`src/spcr_pkg.sv`:
```
// Shared constants of the power, reset and system clock PLL control bank
package spcr_pkg;

  // ****************************************************************
  // Register addresses on the serial control port
  // ****************************************************************
  localparam int ADDR_W = 13;
  localparam logic [12:0] ADDR_READBACK_SRC = 13'h0004;
  localparam logic [12:0] ADDR_SW_UPDATE = 13'h0005;
  localparam logic [12:0] ADDR_POWER_DOWN = 13'h0010;
  localparam logic [12:0] ADDR_RSVD_POWER = 13'h0011;
  localparam logic [12:0] ADDR_CORE_RESET = 13'h0012;
  localparam logic [12:0] ADDR_DIV_RESET = 13'h0013;
  localparam logic [12:0] ADDR_FB_DIVIDER = 13'h0020;
  localparam logic [12:0] ADDR_RSVD_DIVIDER = 13'h0021;
  localparam logic [12:0] ADDR_PLL_PARAMS = 13'h0022;

  // ****************************************************************
  // Values after reset
  // ****************************************************************
  localparam logic [7:0] PD_RESET_NORMAL = 8'hc0;
  localparam logic [7:0] PD_RESET_STRAP = 8'hd0;
  localparam logic [7:0] READBACK_RESET = 8'h00;
  localparam logic [7:0] DIV_RESET_RESET = 8'h00;
  localparam logic [7:0] FB_DIV_RESET = 8'h00;
  localparam logic [7:0] PLL_PARAMS_RESET = 8'h00;

  // ****************************************************************
  // Field positions
  // ****************************************************************
  localparam int BIT_READBACK_BUF = 0;
  localparam int BIT_SW_UPDATE = 0;
  localparam int BIT_HSTL_PD = 7;
  localparam int BIT_CMOS_EN = 6;
  localparam int BIT_DOUBLER_EN = 5;
  localparam int BIT_MULT_PD = 4;
  localparam int BIT_CHIP_OFF = 1;
  localparam int BIT_DIG_GATE = 0;
  localparam int BIT_CORE_RESET = 0;
  localparam int BIT_FUND_OFF = 7;
  localparam int BIT_PRESC_RESET = 3;
  localparam int BIT_INTDIV_RESET = 1;
  localparam int FB_FIELD_W = 5;
  localparam int BIT_AUTO_RANGE = 7;
  localparam int BIT_REF_DOUBLER = 3;
  localparam int BIT_OSC_RANGE = 2;
  localparam int CP_LSB = 0;
  localparam int CP_W = 2;

  // Writable bits of the partly reserved registers
  localparam logic [7:0] DIV_RESET_MASK = 8'h8a;
  localparam logic [7:0] FB_DIV_MASK = 8'h1f;
  localparam logic [7:0] PLL_PARAMS_MASK = 8'h8f;

  // ****************************************************************
  // Feedback divider: fixed divide by two after an offset of two
  // ****************************************************************
  localparam int FB_RATIO_W = 7;
  localparam logic [6:0] FB_OFFSET = 7'h02;

  // ****************************************************************
  // Oscillator ranges in MHz
  // ****************************************************************
  localparam int OSC_LOW_BASE_MHZ = 700;
  localparam int OSC_LOW_TOP_MHZ = 810;
  localparam int OSC_HIGH_BASE_MHZ = 900;

  // ****************************************************************
  // Charge pump current codes and values in microamps
  // ****************************************************************
  typedef enum logic [1:0] {
    SPCR_CP_250 = 2'b00,
    SPCR_CP_375 = 2'b01,
    SPCR_CP_OFF = 2'b10,
    SPCR_CP_125 = 2'b11
  } spcr_cp_e;
  localparam int CP_UA_W = 9;
  localparam logic [8:0] CP_UA_250 = 9'h0fa;
  localparam logic [8:0] CP_UA_375 = 9'h177;
  localparam logic [8:0] CP_UA_125 = 9'h07d;
  localparam logic [8:0] CP_UA_OFF = 9'h000;

endpackage

```
`src/spcr_mirror_reg.sv`:
```
`timescale 1ns/1ps
// Buffered register: writes land in the buffer, an update moves them on
module spcr_mirror_reg
  import spcr_pkg::*;
#(
  parameter int W = 8,
  parameter logic [W-1:0] RST_VAL = '0
)
(
  // Clock and reset
  input wire logic clk,
  input wire logic rst,
  // Write side
  input wire logic wr_en,
  input wire logic [W-1:0] wdata,
  // Transfer event
  input wire logic update,
  // Buffer and active copies
  output logic [W-1:0] buf_q,
  output logic [W-1:0] act_q
);

  // Buffer takes each write
  always_ff @(posedge clk or posedge rst)
  begin
    if (rst)
      buf_q <= RST_VAL;
    else if (wr_en)
      buf_q <= wdata;
  end

  // Active copy changes only on an update; a write in the same cycle
  // is seen by the next update, not this one
  always_ff @(posedge clk or posedge rst)
  begin
    if (rst)
      act_q <= RST_VAL;
    else if (update)
      act_q <= buf_q;
  end

endmodule

```
`src/spcr_out_div.sv`:
```
`timescale 1ns/1ps
// Divide-by-two prescaler followed by the integer output divider
module spcr_out_div
  import spcr_pkg::*;
#(
  parameter int DIV_RATIO = 1,
  parameter int CNT_W = 16
)
(
  // Clock and reset
  input wire logic clk,
  input wire logic rst,
  // Reset controls from the divider reset register
  input wire logic presc_rst,
  input wire logic div_rst,
  // Divided output tick
  output logic tick_q
);

  localparam logic [CNT_W-1:0] LAST = CNT_W'(DIV_RATIO - 1);

  logic presc_q;
  logic [CNT_W-1:0] cnt_q;

  // Prescaler reset acts at once, without waiting for a clock edge
  wire presc_arst = rst | presc_rst;

  // Prescaler output is an enable high every second cycle
  always_ff @(posedge clk or posedge presc_arst)
  begin
    if (presc_arst)
      presc_q <= 1'b0;
    else
      presc_q <= ~presc_q;
  end

  // Integer divider; its reset is taken only on a prescaler tick
  always_ff @(posedge clk or posedge rst)
  begin
    if (rst)
      cnt_q <= '0;
    else if (presc_q)
      cnt_q <= (div_rst || cnt_q == LAST) ? '0 : cnt_q + 1'b1;
  end

  // Output tick at the end of each divided period
  always_ff @(posedge clk or posedge rst)
  begin
    if (rst)
      tick_q <= 1'b0;
    else
      tick_q <= presc_q & ~div_rst & (cnt_q == LAST);
  end

endmodule

```
`src/spcr_regs.sv`:
```
`timescale 1ns/1ps
// What this block does
// - Readback bit picks pending or active value
// - Writing update bit equals update pin; self-clears
// - Power-down reset value follows fourth strap
// - Bit 7 powers down the HSTL driver
// - Bit 6 switches the CMOS driver on
// - Bit 5 plus doubler enable runs doubler
// - Bit 4 powers down the clock multiplier
// - Bit 1 acts as power-down pin
// - Bit 0 gates digital clock, serial kept
// - Writing core reset bit pulses, then clears
// - Second reset register bits never self-clear
// - Bit 7 silences fundamental, spur outputs run
// - Bit 3 holds prescaler in async reset
// - Bit 1 resets divider on prescaler tick
// - Feedback ratio is two times field plus four
// - Auto ranging lets hardware choose range bit
// - Bit 3 adds reference doubler before PLL
// - Range bit: low from 700, high 900
// - Charge pump code decodes to current
// - Buffered writes wait for an update event
module spcr_regs
  import spcr_pkg::*;
#(
  parameter int REF_MHZ = 25,
  parameter int OUT_DIV_RATIO = 1
)
(
  // Clock and reset
  input wire logic core_clk,
  input wire logic rst,
  // Register access from the serial control port
  input wire logic reg_wr_en,
  input wire logic reg_rd_en,
  input wire logic [12:0] reg_addr,
  input wire logic [7:0] reg_wdata,
  output logic [7:0] reg_rdata,
  output logic reg_rd_valid,
  // Device pins and neighbouring register bits
  input wire logic io_update_pin,
  input wire logic power_down_pin,
  input wire logic startup_strap_four,
  input wire logic hstl_doubler_en,
  // Power and enable controls
  output logic hstl_driver_off,
  output logic cmos_driver_on,
  output logic output_doubler_on,
  output logic multiplier_powerdown,
  output logic whole_chip_powerdown,
  output logic system_clock_run,
  output logic digital_clock_gate,
  // Resets and synthesis controls
  output logic synth_core_reset,
  output logic fundamental_output_off,
  output logic cmos_div_tick,
  // System clock PLL controls
  output logic [6:0] fb_div_ratio,
  output logic osc_range_select,
  output logic ref_doubler_on,
  output logic [8:0] cp_current_ua,
  output logic cp_off
);

  // ****************************************************************
  // Address decode
  // ****************************************************************
  wire hit_readback = reg_addr == ADDR_READBACK_SRC;
  wire hit_update = reg_addr == ADDR_SW_UPDATE;
  wire hit_power = reg_addr == ADDR_POWER_DOWN;
  wire hit_core_rst = reg_addr == ADDR_CORE_RESET;
  wire hit_div_rst = reg_addr == ADDR_DIV_RESET;
  wire hit_fb = reg_addr == ADDR_FB_DIVIDER;
  wire hit_pll = reg_addr == ADDR_PLL_PARAMS;

  // Write strobes; reserved and unmapped addresses get none
  wire wr_readback = reg_wr_en & hit_readback;
  wire wr_update = reg_wr_en & hit_update;
  wire wr_power = reg_wr_en & hit_power;
  wire wr_core_rst = reg_wr_en & hit_core_rst;
  wire wr_div_rst = reg_wr_en & hit_div_rst;
  wire wr_fb = reg_wr_en & hit_fb;
  wire wr_pll = reg_wr_en & hit_pll;

  // ****************************************************************
  // Update event: pin edge or software strobe
  // ****************************************************************
  logic rb_sel_q;
  logic sw_upd_q;
  logic upd_pin_q;

  wire pin_rise = io_update_pin & ~upd_pin_q;
  wire upd_evt = sw_upd_q | pin_rise;

  // Readback source select
  always_ff @(posedge core_clk or posedge rst)
  begin
    if (rst)
      rb_sel_q <= READBACK_RESET[BIT_READBACK_BUF];
    else if (wr_readback)
      rb_sel_q <= reg_wdata[BIT_READBACK_BUF];
  end

  // Strobe lasts one cycle, so the bit clears itself
  always_ff @(posedge core_clk or posedge rst)
  begin
    if (rst)
    begin
      sw_upd_q <= 1'b0;
      upd_pin_q <= 1'b0;
    end
    else
    begin
      sw_upd_q <= wr_update & reg_wdata[BIT_SW_UPDATE];
      upd_pin_q <= io_update_pin;
    end
  end

  // ****************************************************************
  // Power-down register with strap-dependent default
  // ****************************************************************
  logic [7:0] pd_q;
  logic strap_done_q;

  // The strap is caught on the first edge after reset release, so
  // the reset itself only ever loads a constant
  always_ff @(posedge core_clk or posedge rst)
  begin
    if (rst)
    begin
      pd_q <= PD_RESET_NORMAL;
      strap_done_q <= 1'b0;
    end
    else if (!strap_done_q)
    begin
      pd_q <= startup_strap_four ? PD_RESET_STRAP : PD_RESET_NORMAL;
      strap_done_q <= 1'b1;
    end
    else if (wr_power)
      pd_q <= reg_wdata;
  end

  // ****************************************************************
  // Reset registers
  // ****************************************************************
  logic core_rst_q;
  logic [7:0] div_ctl_q;

  // Core reset pulses for one cycle per write of a one
  always_ff @(posedge core_clk or posedge rst)
  begin
    if (rst)
      core_rst_q <= 1'b0;
    else
      core_rst_q <= wr_core_rst & reg_wdata[BIT_CORE_RESET];
  end

  // Divider resets hold until software changes them
  always_ff @(posedge core_clk or posedge rst)
  begin
    if (rst)
      div_ctl_q <= DIV_RESET_RESET;
    else if (wr_div_rst)
      div_ctl_q <= reg_wdata & DIV_RESET_MASK;
  end

  // ****************************************************************
  // Buffered PLL registers
  // ****************************************************************
  logic [7:0] fb_buf;
  logic [7:0] fb_act;
  logic [7:0] pll_buf;
  logic [7:0] pll_act;

  spcr_mirror_reg #(
    .W(8),
    .RST_VAL(FB_DIV_RESET)
  ) u_fb_mirror (
    .clk(core_clk),
    .rst(rst),
    .wr_en(wr_fb),
    .wdata(reg_wdata & FB_DIV_MASK),
    .update(upd_evt),
    .buf_q(fb_buf),
    .act_q(fb_act)
  );

  spcr_mirror_reg #(
    .W(8),
    .RST_VAL(PLL_PARAMS_RESET)
  ) u_pll_mirror (
    .clk(core_clk),
    .rst(rst),
    .wr_en(wr_pll),
    .wdata(reg_wdata & PLL_PARAMS_MASK),
    .update(upd_evt),
    .buf_q(pll_buf),
    .act_q(pll_act)
  );

  // ****************************************************************
  // PLL derived values
  // ****************************************************************
  // Ratio from a field value: fixed divide by two after offset two
  function automatic logic [6:0] fb_ratio(input logic [7:0] fld);
    fb_ratio = (7'(fld[FB_FIELD_W-1:0]) + FB_OFFSET) << 1;
  endfunction

  wire [6:0] ratio_act = fb_ratio(fb_act);
  wire [6:0] ratio_buf = fb_ratio(fb_buf);
  wire ref_x2 = pll_act[BIT_REF_DOUBLER];

  // Expected oscillator frequency; anything above the top of the low
  // range goes high, which also covers the gap between the ranges
  wire [15:0] ref_eff_mhz = ref_x2 ? 16'(2 * REF_MHZ) : 16'(REF_MHZ);
  wire [15:0] vco_mhz = 16'(ref_eff_mhz * {9'h000, ratio_act});
  wire auto_high = vco_mhz > 16'(OSC_LOW_TOP_MHZ);
  wire auto_on = pll_act[BIT_AUTO_RANGE];
  wire range_eff = auto_on ? auto_high : pll_act[BIT_OSC_RANGE];

  // Active copy as seen by the rest of the chip and by readback
  wire [7:0] pll_eff = {pll_act[7:3], range_eff, pll_act[1:0]};

  // Charge pump decode
  wire [1:0] cp_code = pll_act[CP_LSB +: CP_W];
  wire [8:0] cp_ua_d = (cp_code == SPCR_CP_250) ? CP_UA_250 :
                       (cp_code == SPCR_CP_375) ? CP_UA_375 :
                       (cp_code == SPCR_CP_125) ? CP_UA_125 :
                       CP_UA_OFF;
  wire cp_off_d = cp_code == SPCR_CP_OFF;

  // ****************************************************************
  // Power controls
  // ****************************************************************
  // Full power-down overrides every other enable but the serial port
  wire chip_off = pd_q[BIT_CHIP_OFF] | power_down_pin;
  wire hstl_off_d = pd_q[BIT_HSTL_PD] | chip_off;
  wire cmos_on_d = pd_q[BIT_CMOS_EN] & ~chip_off;
  wire dbl_on_d = pd_q[BIT_DOUBLER_EN] & hstl_doubler_en & ~chip_off;
  wire mult_pd_d = pd_q[BIT_MULT_PD] | chip_off;
  wire dig_gate_d = pd_q[BIT_DIG_GATE] | chip_off;

  // Output flops for power and reset controls
  always_ff @(posedge core_clk or posedge rst)
  begin
    if (rst)
    begin
      hstl_driver_off <= PD_RESET_NORMAL[BIT_HSTL_PD];
      cmos_driver_on <= PD_RESET_NORMAL[BIT_CMOS_EN];
      output_doubler_on <= 1'b0;
      multiplier_powerdown <= PD_RESET_NORMAL[BIT_MULT_PD];
      whole_chip_powerdown <= 1'b0;
      system_clock_run <= 1'b1;
      digital_clock_gate <= 1'b0;
      fundamental_output_off <= 1'b0;
    end
    else
    begin
      hstl_driver_off <= hstl_off_d;
      cmos_driver_on <= cmos_on_d;
      output_doubler_on <= dbl_on_d;
      multiplier_powerdown <= mult_pd_d;
      whole_chip_powerdown <= chip_off;
      system_clock_run <= ~chip_off;
      digital_clock_gate <= dig_gate_d;
      fundamental_output_off <= div_ctl_q[BIT_FUND_OFF];
    end
  end

  // Core reset goes straight out of its own flop
  assign synth_core_reset = core_rst_q;

  // Output flops for PLL controls
  always_ff @(posedge core_clk or posedge rst)
  begin
    if (rst)
    begin
      fb_div_ratio <= fb_ratio(FB_DIV_RESET);
      osc_range_select <= 1'b0;
      ref_doubler_on <= 1'b0;
      cp_current_ua <= CP_UA_250;
      cp_off <= 1'b0;
    end
    else
    begin
      fb_div_ratio <= ratio_act;
      osc_range_select <= range_eff;
      ref_doubler_on <= ref_x2;
      cp_current_ua <= cp_ua_d;
      cp_off <= cp_off_d;
    end
  end

  // ****************************************************************
  // Output divider
  // ****************************************************************
  spcr_out_div #(
    .DIV_RATIO(OUT_DIV_RATIO),
    .CNT_W(16)
  ) u_out_div (
    .clk(core_clk),
    .rst(rst),
    .presc_rst(div_ctl_q[BIT_PRESC_RESET]),
    .div_rst(div_ctl_q[BIT_INTDIV_RESET]),
    .tick_q(cmos_div_tick)
  );

  // ****************************************************************
  // Readback
  // ****************************************************************
  // Buffered registers show pending or active copy as selected
  wire [7:0] fb_rd = rb_sel_q ? fb_buf : fb_act;
  wire [7:0] pll_rd = rb_sel_q ? pll_buf : pll_eff;
  wire [7:0] rd_mux =
    hit_readback ? {7'h00, rb_sel_q} :
    hit_update ? {7'h00, sw_upd_q} :
    hit_power ? pd_q :
    hit_core_rst ? {7'h00, core_rst_q} :
    hit_div_rst ? div_ctl_q :
    hit_fb ? fb_rd :
    hit_pll ? pll_rd :
    8'h00;

  // Read data is registered, valid one cycle after the request
  always_ff @(posedge core_clk or posedge rst)
  begin
    if (rst)
    begin
      reg_rdata <= 8'h00;
      reg_rd_valid <= 1'b0;
    end
    else
    begin
      reg_rdata <= reg_rd_en ? rd_mux : reg_rdata;
      reg_rd_valid <= reg_rd_en;
    end
  end
endmodule

```
`config.mk`:
```
export PLATFORM = sky130hd
export DESIGN_NAME = spcr_regs
export DESIGN_NICKNAME = d
export VERILOG_FILES = /design/src/spcr_pkg.sv /design/src/spcr_mirror_reg.sv /design/src/spcr_out_div.sv /design/src/spcr_regs.sv
export SDC_FILE = /design/constraint.sdc
export NUM_CORES = 1
export LEC_CHECK = 0
export ABC_CLOCK_PERIOD_IN_PS = 3100
export BUFFER_PORTS_ARGS = -buffer_cell sky130_fd_sc_hd__buf_2
export CAP_MARGIN = 0
export CORE_MARGIN = 1.5
export CORE_UTILIZATION = 60
export CTS_BUF_LIST = sky130_fd_sc_hd__clkbuf_4 sky130_fd_sc_hd__clkbuf_8
export DETAILED_ROUTE_END_ITERATION = 16
export PLACE_DENSITY = 0.83
export SKIP_CTS_REPAIR_TIMING = 1
export SLEW_MARGIN = 20
export SYNTH_ARGS = -nofsm -noshare
export SYNTH_HDL_FRONTEND = slang
export SYNTH_SLANG_ARGS = --single-unit
```
`constraint.sdc`:
```
create_clock -name core_clk -period 3.1 [get_ports core_clk]
set_input_delay 0.31 -clock core_clk [delete_from_list [all_inputs] [get_ports core_clk]]
set_output_delay 0.31 -clock core_clk [all_outputs]
set_load 0.02 [all_outputs]
```
---- Word-level counts from Yosys, hierarchy flattened ----
Index checks and enable logic that the tools add are counted.
Widths: inputs -> output; s select.
word-level totals
  flip-flop bits (word level) ............. 89
  bits in latches ......................... 0
  memory bits (writable) .................. 0
  bits in read-only memories .............. 0
  input port bits ......................... 29
  output and inout bits ................... 38
  word-level logic and storage cells ...... 90
  memories kept ........................... 0
operators by class
  add/sub/neg operators ................... 2
  multipliers ............................. 1
  divide/modulo/power cells ............... 0
  $lt $le $gt $ge ......................... 1
  equality and inequality tests ........... 11
  shift operators ......................... 0
  muxes and demuxes ....................... 18
  bitwise logic cells ..................... 25
  reduce and logical (&&, ||, !) cells .... 3
operators by type and width
  operator               number
  $mux 8                 10
  $eq 13x5->1 const B    3
  $eq 13x3->1 const B    2
  $eq 13x6->1 const B    2
  $mux 9                 2
  $add 16x1->16 const B  1
  $logic_not 16->1       1
  $mux 16                1
  $and 1x1->1            15
  $gt 13x10->1 const B   1
  $mul 6x6->12           1
  $mux 5                 2
  $mux 7                 1
  $add 5x2->6 const B    1
  $mux 6                 1
  $or 1x1->1             6
  $eq 2x2->1 const B     2
  $not 1->1              4
  $eq 2x1->1 const B     1
  $logic_not 2->1        1
  $ne 2x2->1 const B     1
  $logic_or 1x1->1       1
  $mux 1                 1

---- Logic depth before layout (Yosys ltp) ----
Gate-level depths: netlist of run 1.
  depth after elaboration ................. 12
  mapped depth ............................ 17
  gate-level depth less buffers ........... 17

---- By module ----
Synthesis of run 1 repeated with hierarchy kept, for this count alone.
second synthesis, totals
  cell total of the unflattened synthesis .. 473
  area total of the unflattened synthesis .. 5,472.7 um^2
by module, submodules not included
  module           instances  cells each  area an instance (um^2)  seq. area each (um^2)
  spcr_regs        1          309         3,203.1                  1,213.7
  spcr_mirror_reg  2          35          666.9                    400.4
  spcr_out_div     1          94          935.9                    450.4

---- Worst setup path before layout of run 1 ----
OpenSTA, ideal clock, no wires.
  path type ............................... register to register
  start ................................... reg u_fb_mirror.act_q[1]
  end ..................................... reg reg_rdata[2]
  library setup time ...................... 135 ps
  arrival time ............................ 3,639 ps
  data required time ...................... 2,965 ps
  setup slack ............................. -673 ps
  cell stages (with the launch flop) ...... 16
  buffers on the path ..................... 1
  period minus slack after synthesis ...... 3,773 ps
  cell sequence ........................... dfrtp_1 > ha_1 > xnor2_1 > inv_1 > ha_1 > fa_1 > inv_1 > fa_1 > inv_1 > ha_1 > clkbuf_1 > nand2_1 > o2111ai_1 > o211ai_1 > a311oi_1 > o21ai_0
on the way
  longest elaborated chain between the ends .. 12
RTL lines
  what                    RTL line               source
  start, declared         spcr_mirror_reg.sv:20  output logic [W-1:0] act_q
  start signal, assigned  spcr_mirror_reg.sv:39  act_q <= buf_q;
  $add 5x2->6             spcr_regs.sv:206       fb_ratio = (7'(fld[FB_FIELD_W-1:0]) + FB_OFFSET) << 1;
  named net ratio_act[4]  spcr_regs.sv:209       wire [6:0] ratio_act = fb_ratio(fb_act);
  $mul 6x6->12            spcr_regs.sv:216       wire [15:0] vco_mhz = 16'(ref_eff_mhz * {9'h000, ratio_act});
  $gt 13x10->1            spcr_regs.sv:217       wire auto_high = vco_mhz > 16'(OSC_LOW_TOP_MHZ);
  $mux 1                  spcr_regs.sv:219       wire range_eff = auto_on ? auto_high : pll_act[BIT_OSC_RANGE];
  $mux 8                  spcr_regs.sv:313       wire [7:0] pll_rd = rb_sel_q ? pll_buf : pll_eff;
  $mux 8                  spcr_regs.sv:321       hit_pll ? pll_rd :
  $mux 8                  spcr_regs.sv:320       hit_fb ? fb_rd :
  $mux 8                  spcr_regs.sv:319       hit_div_rst ? div_ctl_q :
  $mux 8                  spcr_regs.sv:318       hit_core_rst ? {7'h00, core_rst_q} :
  $mux 8                  spcr_regs.sv:317       hit_power ? pd_q :
  $mux 8                  spcr_regs.sv:316       hit_update ? {7'h00, sw_upd_q} :
  $mux 8                  spcr_regs.sv:315       hit_readback ? {7'h00, rb_sel_q} :
  end signal, assigned    spcr_regs.sv:334       reg_rdata <= reg_rd_en ? rd_mux : reg_rdata;
  end, declared           spcr_regs.sv:38        output logic [7:0] reg_rdata,
The timed path passes the listed nets, and every way through them passes these cells.
A chain may end at the register's enable or synchronous reset.

---- Worst setup path after layout of run 1 ----
Same ends and word-level chain as after synthesis.

==> results of run 1 <==
-- cell families (layout without fill, tap and decap cells) --
| group | Yosys count | count (layout) | synth area share [%] |
|---|---|---|---|
| other | 2 | 8 | 0.1584 |
| DFF | 86 | 86 | 45.66 |
| and+or+nand+nor | 139 | 139 | 15.73 |
| buffers and inverters | 65 | 162 | 5.595 |
| xor gates and xnor gates | 18 | 18 | 3.326 |
| adders and majority gates | 39 | 39 | 11.88 |
| muxes | 37 | 37 | 8.815 |
| AOI/OAI and AO/OA | 62 | 62 | 8.842 |
-- synthesized netlist by cell type, drive strengths merged, types with 5 or more instances --
cell / number
inv: 47
nor2: 40
fa: 10
a21boi: 5
ha: 29
mux2: 29
o21ai: 15
nand3: 17
nor2b: 7
buf: 9
a21oi: 11
nand2: 30
nand4: 5
clkbuf: 9
and3: 8
mux2i: 8
xor2: 9
xnor2: 9
or3: 5
dfstp: 10
dfrtp: 76
-- flip-flops by register name, summed over array words and instances (netlist names), 3 cells and up --
| name | count |
|---|---|
| u_pll_mirror.buf_q | 5 |
| pd_q | 8 |
| u_fb_mirror.act_q | 5 |
| reg_rdata | 8 |
| cp_current_ua | 6 |
| u_fb_mirror.buf_q | 5 |
| fb_div_ratio | 6 |
| u_pll_mirror.act_q | 5 |
| u_out_div.cnt_q | 16 |
| div_ctl_q | 3 |
-- per-layer routing --
| metal | vias up | wire length [um] | part of all wire, % |
|---|---|---|---|
| li1 | 1720 | - | - |
| met2 | 156 | 5569 | 51 |
| met4 | 0 | 293 | 2.7 |
| met5 | - | 0 | 0 |
| met3 | 33 | 589 | 5.4 |
| met1 | 1847 | 4557 | 41 |
-- area by class of cell --
class / instances / area (sq um) / area share, %
Inverter: 47 / 177.7 / 3.044
Sequential cell: 86 / 2166 / 37.11
Clock inverter: 5 / 106.4 / 1.822
Tap cell: 102 / 127.6 / 2.186
Timing Repair Buffer: 99 / 586.8 / 10.05
Multi-Input combinational cell: 303 / 2534 / 43.41
Clock buffer: 11 / 138.9 / 2.379
-- placed cells by master (no fill, tap or decap), types with 6 or more instances in the layout --
cell type,n
a21oi_1,10
nor2b_1,6
inv_1,41
clkbuf_8,9
xnor2_1,6
buf_2,65
nand2_1,27
mux2i_1,7
ha_4,7
dfstp_2,10
ha_1,21
and3_1,7
nor2_1,35
dfrtp_1,75
nand3_1,16
mux2_2,26
fa_1,9
buf_4,32
xor2_1,9
o21ai_0,12
conb_1,8
-- how the worst max path moves through the flow --
| stage | endpoint | slack, ns | cells after the start |
|---|---|---|---|
| after floorplan | reg_rdata[2] | -0.24 | 15 |
| after global placement | reg_rdata[2] | -0.49 | 14 |
| after detailed placement | reg_rdata[2] | -0.76 | 16 |
| after CTS | osc_range_select | -0.78 | 16 |
| after global routing | reg_rdata[2] | -0.76 | 16 |
| final | reg_rdata[2] | -0.63 | 16 |
-- through the flow --
stage	instances	util (%)	instance area [sq um]	total power (W)
2_1_floorplan	454	-	4866	0.001260
3_3_place_gp	631	70.39	5411	0.001311
3_5_place_dp	631	70.39	5411	0.001317
4_1_cts	647	73.58	5657	0.002257
5_1_grt	653	75.93	5837	0.002343
6_report	653	75.93	5837	0.002265
-- power groups by stage --
stage / Sequential, W / Clock (W) / Combinational, W
global route: 0.00114 / 0.00101 / 0.000191
floorplan: 0.00117 / 0 / 0.0000937
CTS: 0.00114 / 0.000961 / 0.000158
finish: 0.00114 / 0.000953 / 0.000174
global placement: 0.00116 / 0 / 0.000152
detailed placement: 0.00116 / 0 / 0.000157
==> results.toml, run 1 <==
[sta]
rsz0062_at_grt = "yes"
final-setup-viol-count = 2
skew_ns = 0.008667
fin_crit_ns = 3.732
finalCritPeriodShare_pct = 120.4
max_freq_mhz = 267.9
slew_viol_final = 0
setup_tns_ns = -1.228
slew_headroom_pct = 29.45
worstMarginPinSlew_ns = 1.058
whs_ns = 0.08686
hold_viol = 0
fin_ws_ns = -0.6321

[drt]
wire_per_inst_um = 16.86
routed_wl_mm = 11.01
vias = 3756
drtPass1Iterations = 5
via_per_inst = 5.752
postRouteAntennaNets = 0
dr.first_iter.drc_count = 283
drc_errors = 0

[setup_path]
r2r-end = "reg_rdata[2]"
rr_worst_depth = 16
critPathLaunchType = "flop"
worstPathCellList = "nand3_2 -> xnor2_2 -> buf_4 -> and2_4 -> nor2b_4 -> fa_1 -> fa_1 -> inv_2 -> ha_4 -> buf_4 -> nor2_4 -> o2bb2ai_4 -> xor2_1 -> o221ai_1 -> a311oi_2 -> o21ai_1"
worstPathMaxFanout = 6
cp_slowest_stage_delay_ns = 0.51
crit_arrival_ns = 3.97
crit_path_end_kind = "flop"
r2r_slack_ns = -0.63
crit_family = "adder cells"
worstPathRequired_ns = 3.33
cp_num_buf_inv = 3
crit_path_top_delay_cell = "fa_1"
reg2reg_from = "u_fb_mirror.act_q[1]"
critPathLaunch = "u_fb_mirror.act_q[1]"
critPathKind = "reg2reg"

[logic_synthesis]
syn_area_sq_um = 4741
synth_edf_count = 0
syn_avg_cell_area_sq_um = 10.58
ys_seq_elements = 86
synthCells = 448
synth-seq-area-share_pct = 45.66
yosysTopAreaCell = "dfrtp_1"
netlist.area_leader.share_pct = 40.12
synthFlopType = "dfrtp_1"
synth_cell_type_count = 63
synth.area.top_cells = "dfrtp_1 40%, ha_1 7.7%, mux2_2 6.2%"
synth-async-reset-ratio_pct = 100.0
yosys_warnings = 0

[cells_and_area]
area_delta_synth_final_pct = 23.12
fin_nets = 614
antennaDiodeCount = 0
drive_gt1_share_pct = 35.75
n_fill_cell = 506

[placement]
dpl.hpwl_mm = 7.507
pre_cts_ws_ns = -0.7602
gp_congestion = 0.8736
io_buffers = 65

[flow_run]
cap_violations = 0

[die]
core_sq_um = 7687
start_util_pct = 61.67
die_h_um = 91.89
num_rows = 32
dieArea_sq_um = 8444
io_pins = 67
die_w_um = 91.89

[clock_tree]
cts.sinks = 86
cts_tree = "done"
h-tree-depth = 3
clk_latency_ns = 0.36
clkTransAtPathRegs_ns = 0.08
cts.path.max_buffers = 2
cts_buffers = 9
clock-root-buffer = "clkbuf_8"

[power_and_ir_drop]
switching_share_pct = 22.37
pwr-share-seq_pct = 50.3
pwr-share-clk_pct = 42.1
p_leak_nw = 2.848
ir_drop_v = 0.0003065
p_comb_share_pct = 7.7
power_density_nw_per_um2 = 388.0
intPower_w = 0.001758
net-switching-power_w = 0.0005065

[grt]
globalRouteMet3Util_pct = 4.561
grt_overflow = 0
grt_pass1_wl_mm = 17.24
grt.total_usage_pct = 25.97
grt_max_degree = 55
grt-busiest-layer = "met2"
met1_usage_pct = 33.28
grt_pass1_vias = 3665
antenna_found_initial = 0
use_met2_pct = 44.94

[min_path]
hold_class = "in2reg"
hold_path_depth = 1
whs_endpoint = "upd_pin_q"
min_from = "io_update_pin"

[status]
status = "complete, but fails checks"
violations = "negative setup slack"
No activity file was read; power rests on OpenSTA's default activity.
==> run 2: changes to the inputs <==
--- a/config.mk
+++ b/config.mk
@@ -9,10 +9,10 @@
 export BUFFER_PORTS_ARGS = -buffer_cell sky130_fd_sc_hd__buf_2
 export CAP_MARGIN = 0
 export CORE_MARGIN = 1.5
-export CORE_UTILIZATION = 60
+export CORE_UTILIZATION = 45
 export CTS_BUF_LIST = sky130_fd_sc_hd__clkbuf_4 sky130_fd_sc_hd__clkbuf_8
 export DETAILED_ROUTE_END_ITERATION = 16
-export PLACE_DENSITY = 0.83
+export PLACE_DENSITY = 0.65
 export SKIP_CTS_REPAIR_TIMING = 1
 export SLEW_MARGIN = 20
 export SYNTH_ARGS = -nofsm -noshare
==> results.toml, run 2 (synthesis gave the netlist of run 1 again) <==
[setup_path]
critPathKind = "reg2reg"
rr_worst_depth = 16
critPathLaunchType = "flop"
worstPathMaxFanout = 7
r2r-end = "reg_rdata[2]"
crit_path_end_kind = "flop"
worstPathRequired_ns = 3.34
reg2reg_from = "u_fb_mirror.act_q[2]"
crit_arrival_ns = 3.80
crit_path_end = "reg_rdata[2]"
critPathLaunch = "u_fb_mirror.act_q[2]"
r2r_slack_ns = -0.47

[die]
die_w_um = 105.6
dieArea_sq_um = 11160
io_pins = 67
core_sq_um = 10280
die_h_um = 105.6
num_rows = 37
start_util_pct = 46.13

[grt]
grt_overflow = 0
grt_pass1_wl_mm = 16.35
grt.total_usage_pct = 18.44
grt_max_degree = 52
grt_pass1_vias = 3387
antenna_found_initial = 0

[drt]
drc_errors = 0
routed_wl_mm = 9.929
dr.first_iter.drc_count = 112
postRouteAntennaNets = 0
vias = 3513
drtPass1Iterations = 4
wire_per_inst_um = 14.45
via_per_inst = 5.114

[flow_run]
cap_violations = 0

[clock_tree]
cts_tree = "done"
cts.path.max_buffers = 2
cts.sinks = 86
clk_latency_ns = 0.36
clock-root-buffer = "clkbuf_8"
clkTransAtPathRegs_ns = 0.08
h-tree-depth = 3
cts_buffers = 9

[power_and_ir_drop]
power_density_nw_per_um2 = 372.0
p_leak_nw = 2.839
ir_drop_v = 0.0002381

[cells_and_area]
regMostFlops = "u_out_div.cnt_q"
final_common_cell = "dfrtp_1"
largest_reg_flops = 16
top_regs = "u_out_div.cnt_q: 16 flops, pd_q: 8 flops, reg_rdata: 8 flops"
drive_gt1_share_pct = 35.57
antennaDiodeCount = 0
area_delta_synth_final_pct = 23.65
design_area_sq_um = 5862
fin_nets = 614
layout_common_cells = "75 x dfrtp_1, 65 x buf_2, 43 x inv_1"

[sta]
slew_headroom_pct = 41.85
fin_ws_ns = -0.4685
skew_ns = 0.01129
final-setup-viol-count = 2
worstMarginPinSlew_ns = 0.8713
finalCritPeriodShare_pct = 115.1
fin_crit_ns = 3.569
max_freq_mhz = 280.2
slew_viol_final = 0
rsz0062_at_grt = "yes"
hold_viol = 0

[placement]
postPlaceCellArea_sq_um = 5482
dpl.hpwl_mm = 7.387
io_buffers = 65
gp_congestion = 0.8079
pre_cts_ws_ns = -0.6914

[min_path]
hold_class = "in2reg"

[status]
status = "complete, but fails checks"
violations = "negative setup slack"
## run 2: per-stage QoR
stage	std cells	util [%]	TNS [ns]	power, W	hold slack (ns)
final	687	57.04	-0.8927	0.002181	0.09354
after global routing	687	57.04	-1.247	0.002276	0.08333
after CTS	683	55.55	-1.393	0.002200	-0.1652
after detailed placement	667	53.34	-1.381	0.001320	0.1826
after global placement	667	53.34	-1.040	0.001315	0.1761
after floorplan	454	-	-0.4791	0.001260	0.06775
## run 2: critical path, cell delays in order (launching register included)
cell,delay [ns]
dfrtp_1,0.41
ha_2,0.23
and3_4,0.22
nand2b_1,0.08
buf_4,0.14
fa_1,0.40
inv_1,0.08
ha_1,0.14
inv_1,0.05
fa_1,0.49
inv_1,0.07
ha_4,0.27
o31ai_1,0.22
and3_1,0.19
o211ai_1,0.11
a311oi_2,0.27
o21ai_1,0.11
## run 2: layout make-up
class / count / area, sq um
well taps: 136 / 170.2
multi-input cells: 303 / 2521
fillers: 912 / 4415
clock buffers: 11 / 145.1
flip-flops and latches: 86 / 2166
clock inverters: 5 / 82.58
inverters: 47 / 177.7
repair buffers: 99 / 599.3
## run 2: power breakdown
group          leakage [nW]  internal, W  switching (W)
Sequential             1.14      0.00113     0.00000563
Combinational          1.59    0.0000663       0.000101
Clock                 0.117     0.000486       0.000389
Total                  2.84      0.00168       0.000496
## run 2: how the worst min path moves through the flow
| stage | start | to | slack [ns] | depth (start not counted) |
|---|---|---|---|---|
| 2_1_floorplan | rst | u_out_div.presc_q | 0.07 | 1 |
| 4_1_cts | rst | u_out_div.presc_q | -0.17 | 2 |
| 3_3_place_gp | div_ctl_q[3] | u_out_div.presc_q | 0.18 | 1 |
| 5_1_grt | io_update_pin | upd_pin_q | 0.08 | 1 |
| 6_report | io_update_pin | upd_pin_q | 0.09 | 1 |
| 3_5_place_dp | div_ctl_q[3] | u_out_div.presc_q | 0.18 | 1 |
## run 2: metal layers
metal / track usage, % / vias to the layer above / part of all wire [%]
met4: 5.212 / 0 / 1.2
met3: 3.216 / 13 / 3.2
met1: 24.88 / 1719 / 47
li1: - / 1713 / -
met2: 30.52 / 68 / 49
met5: 0 / - / 0
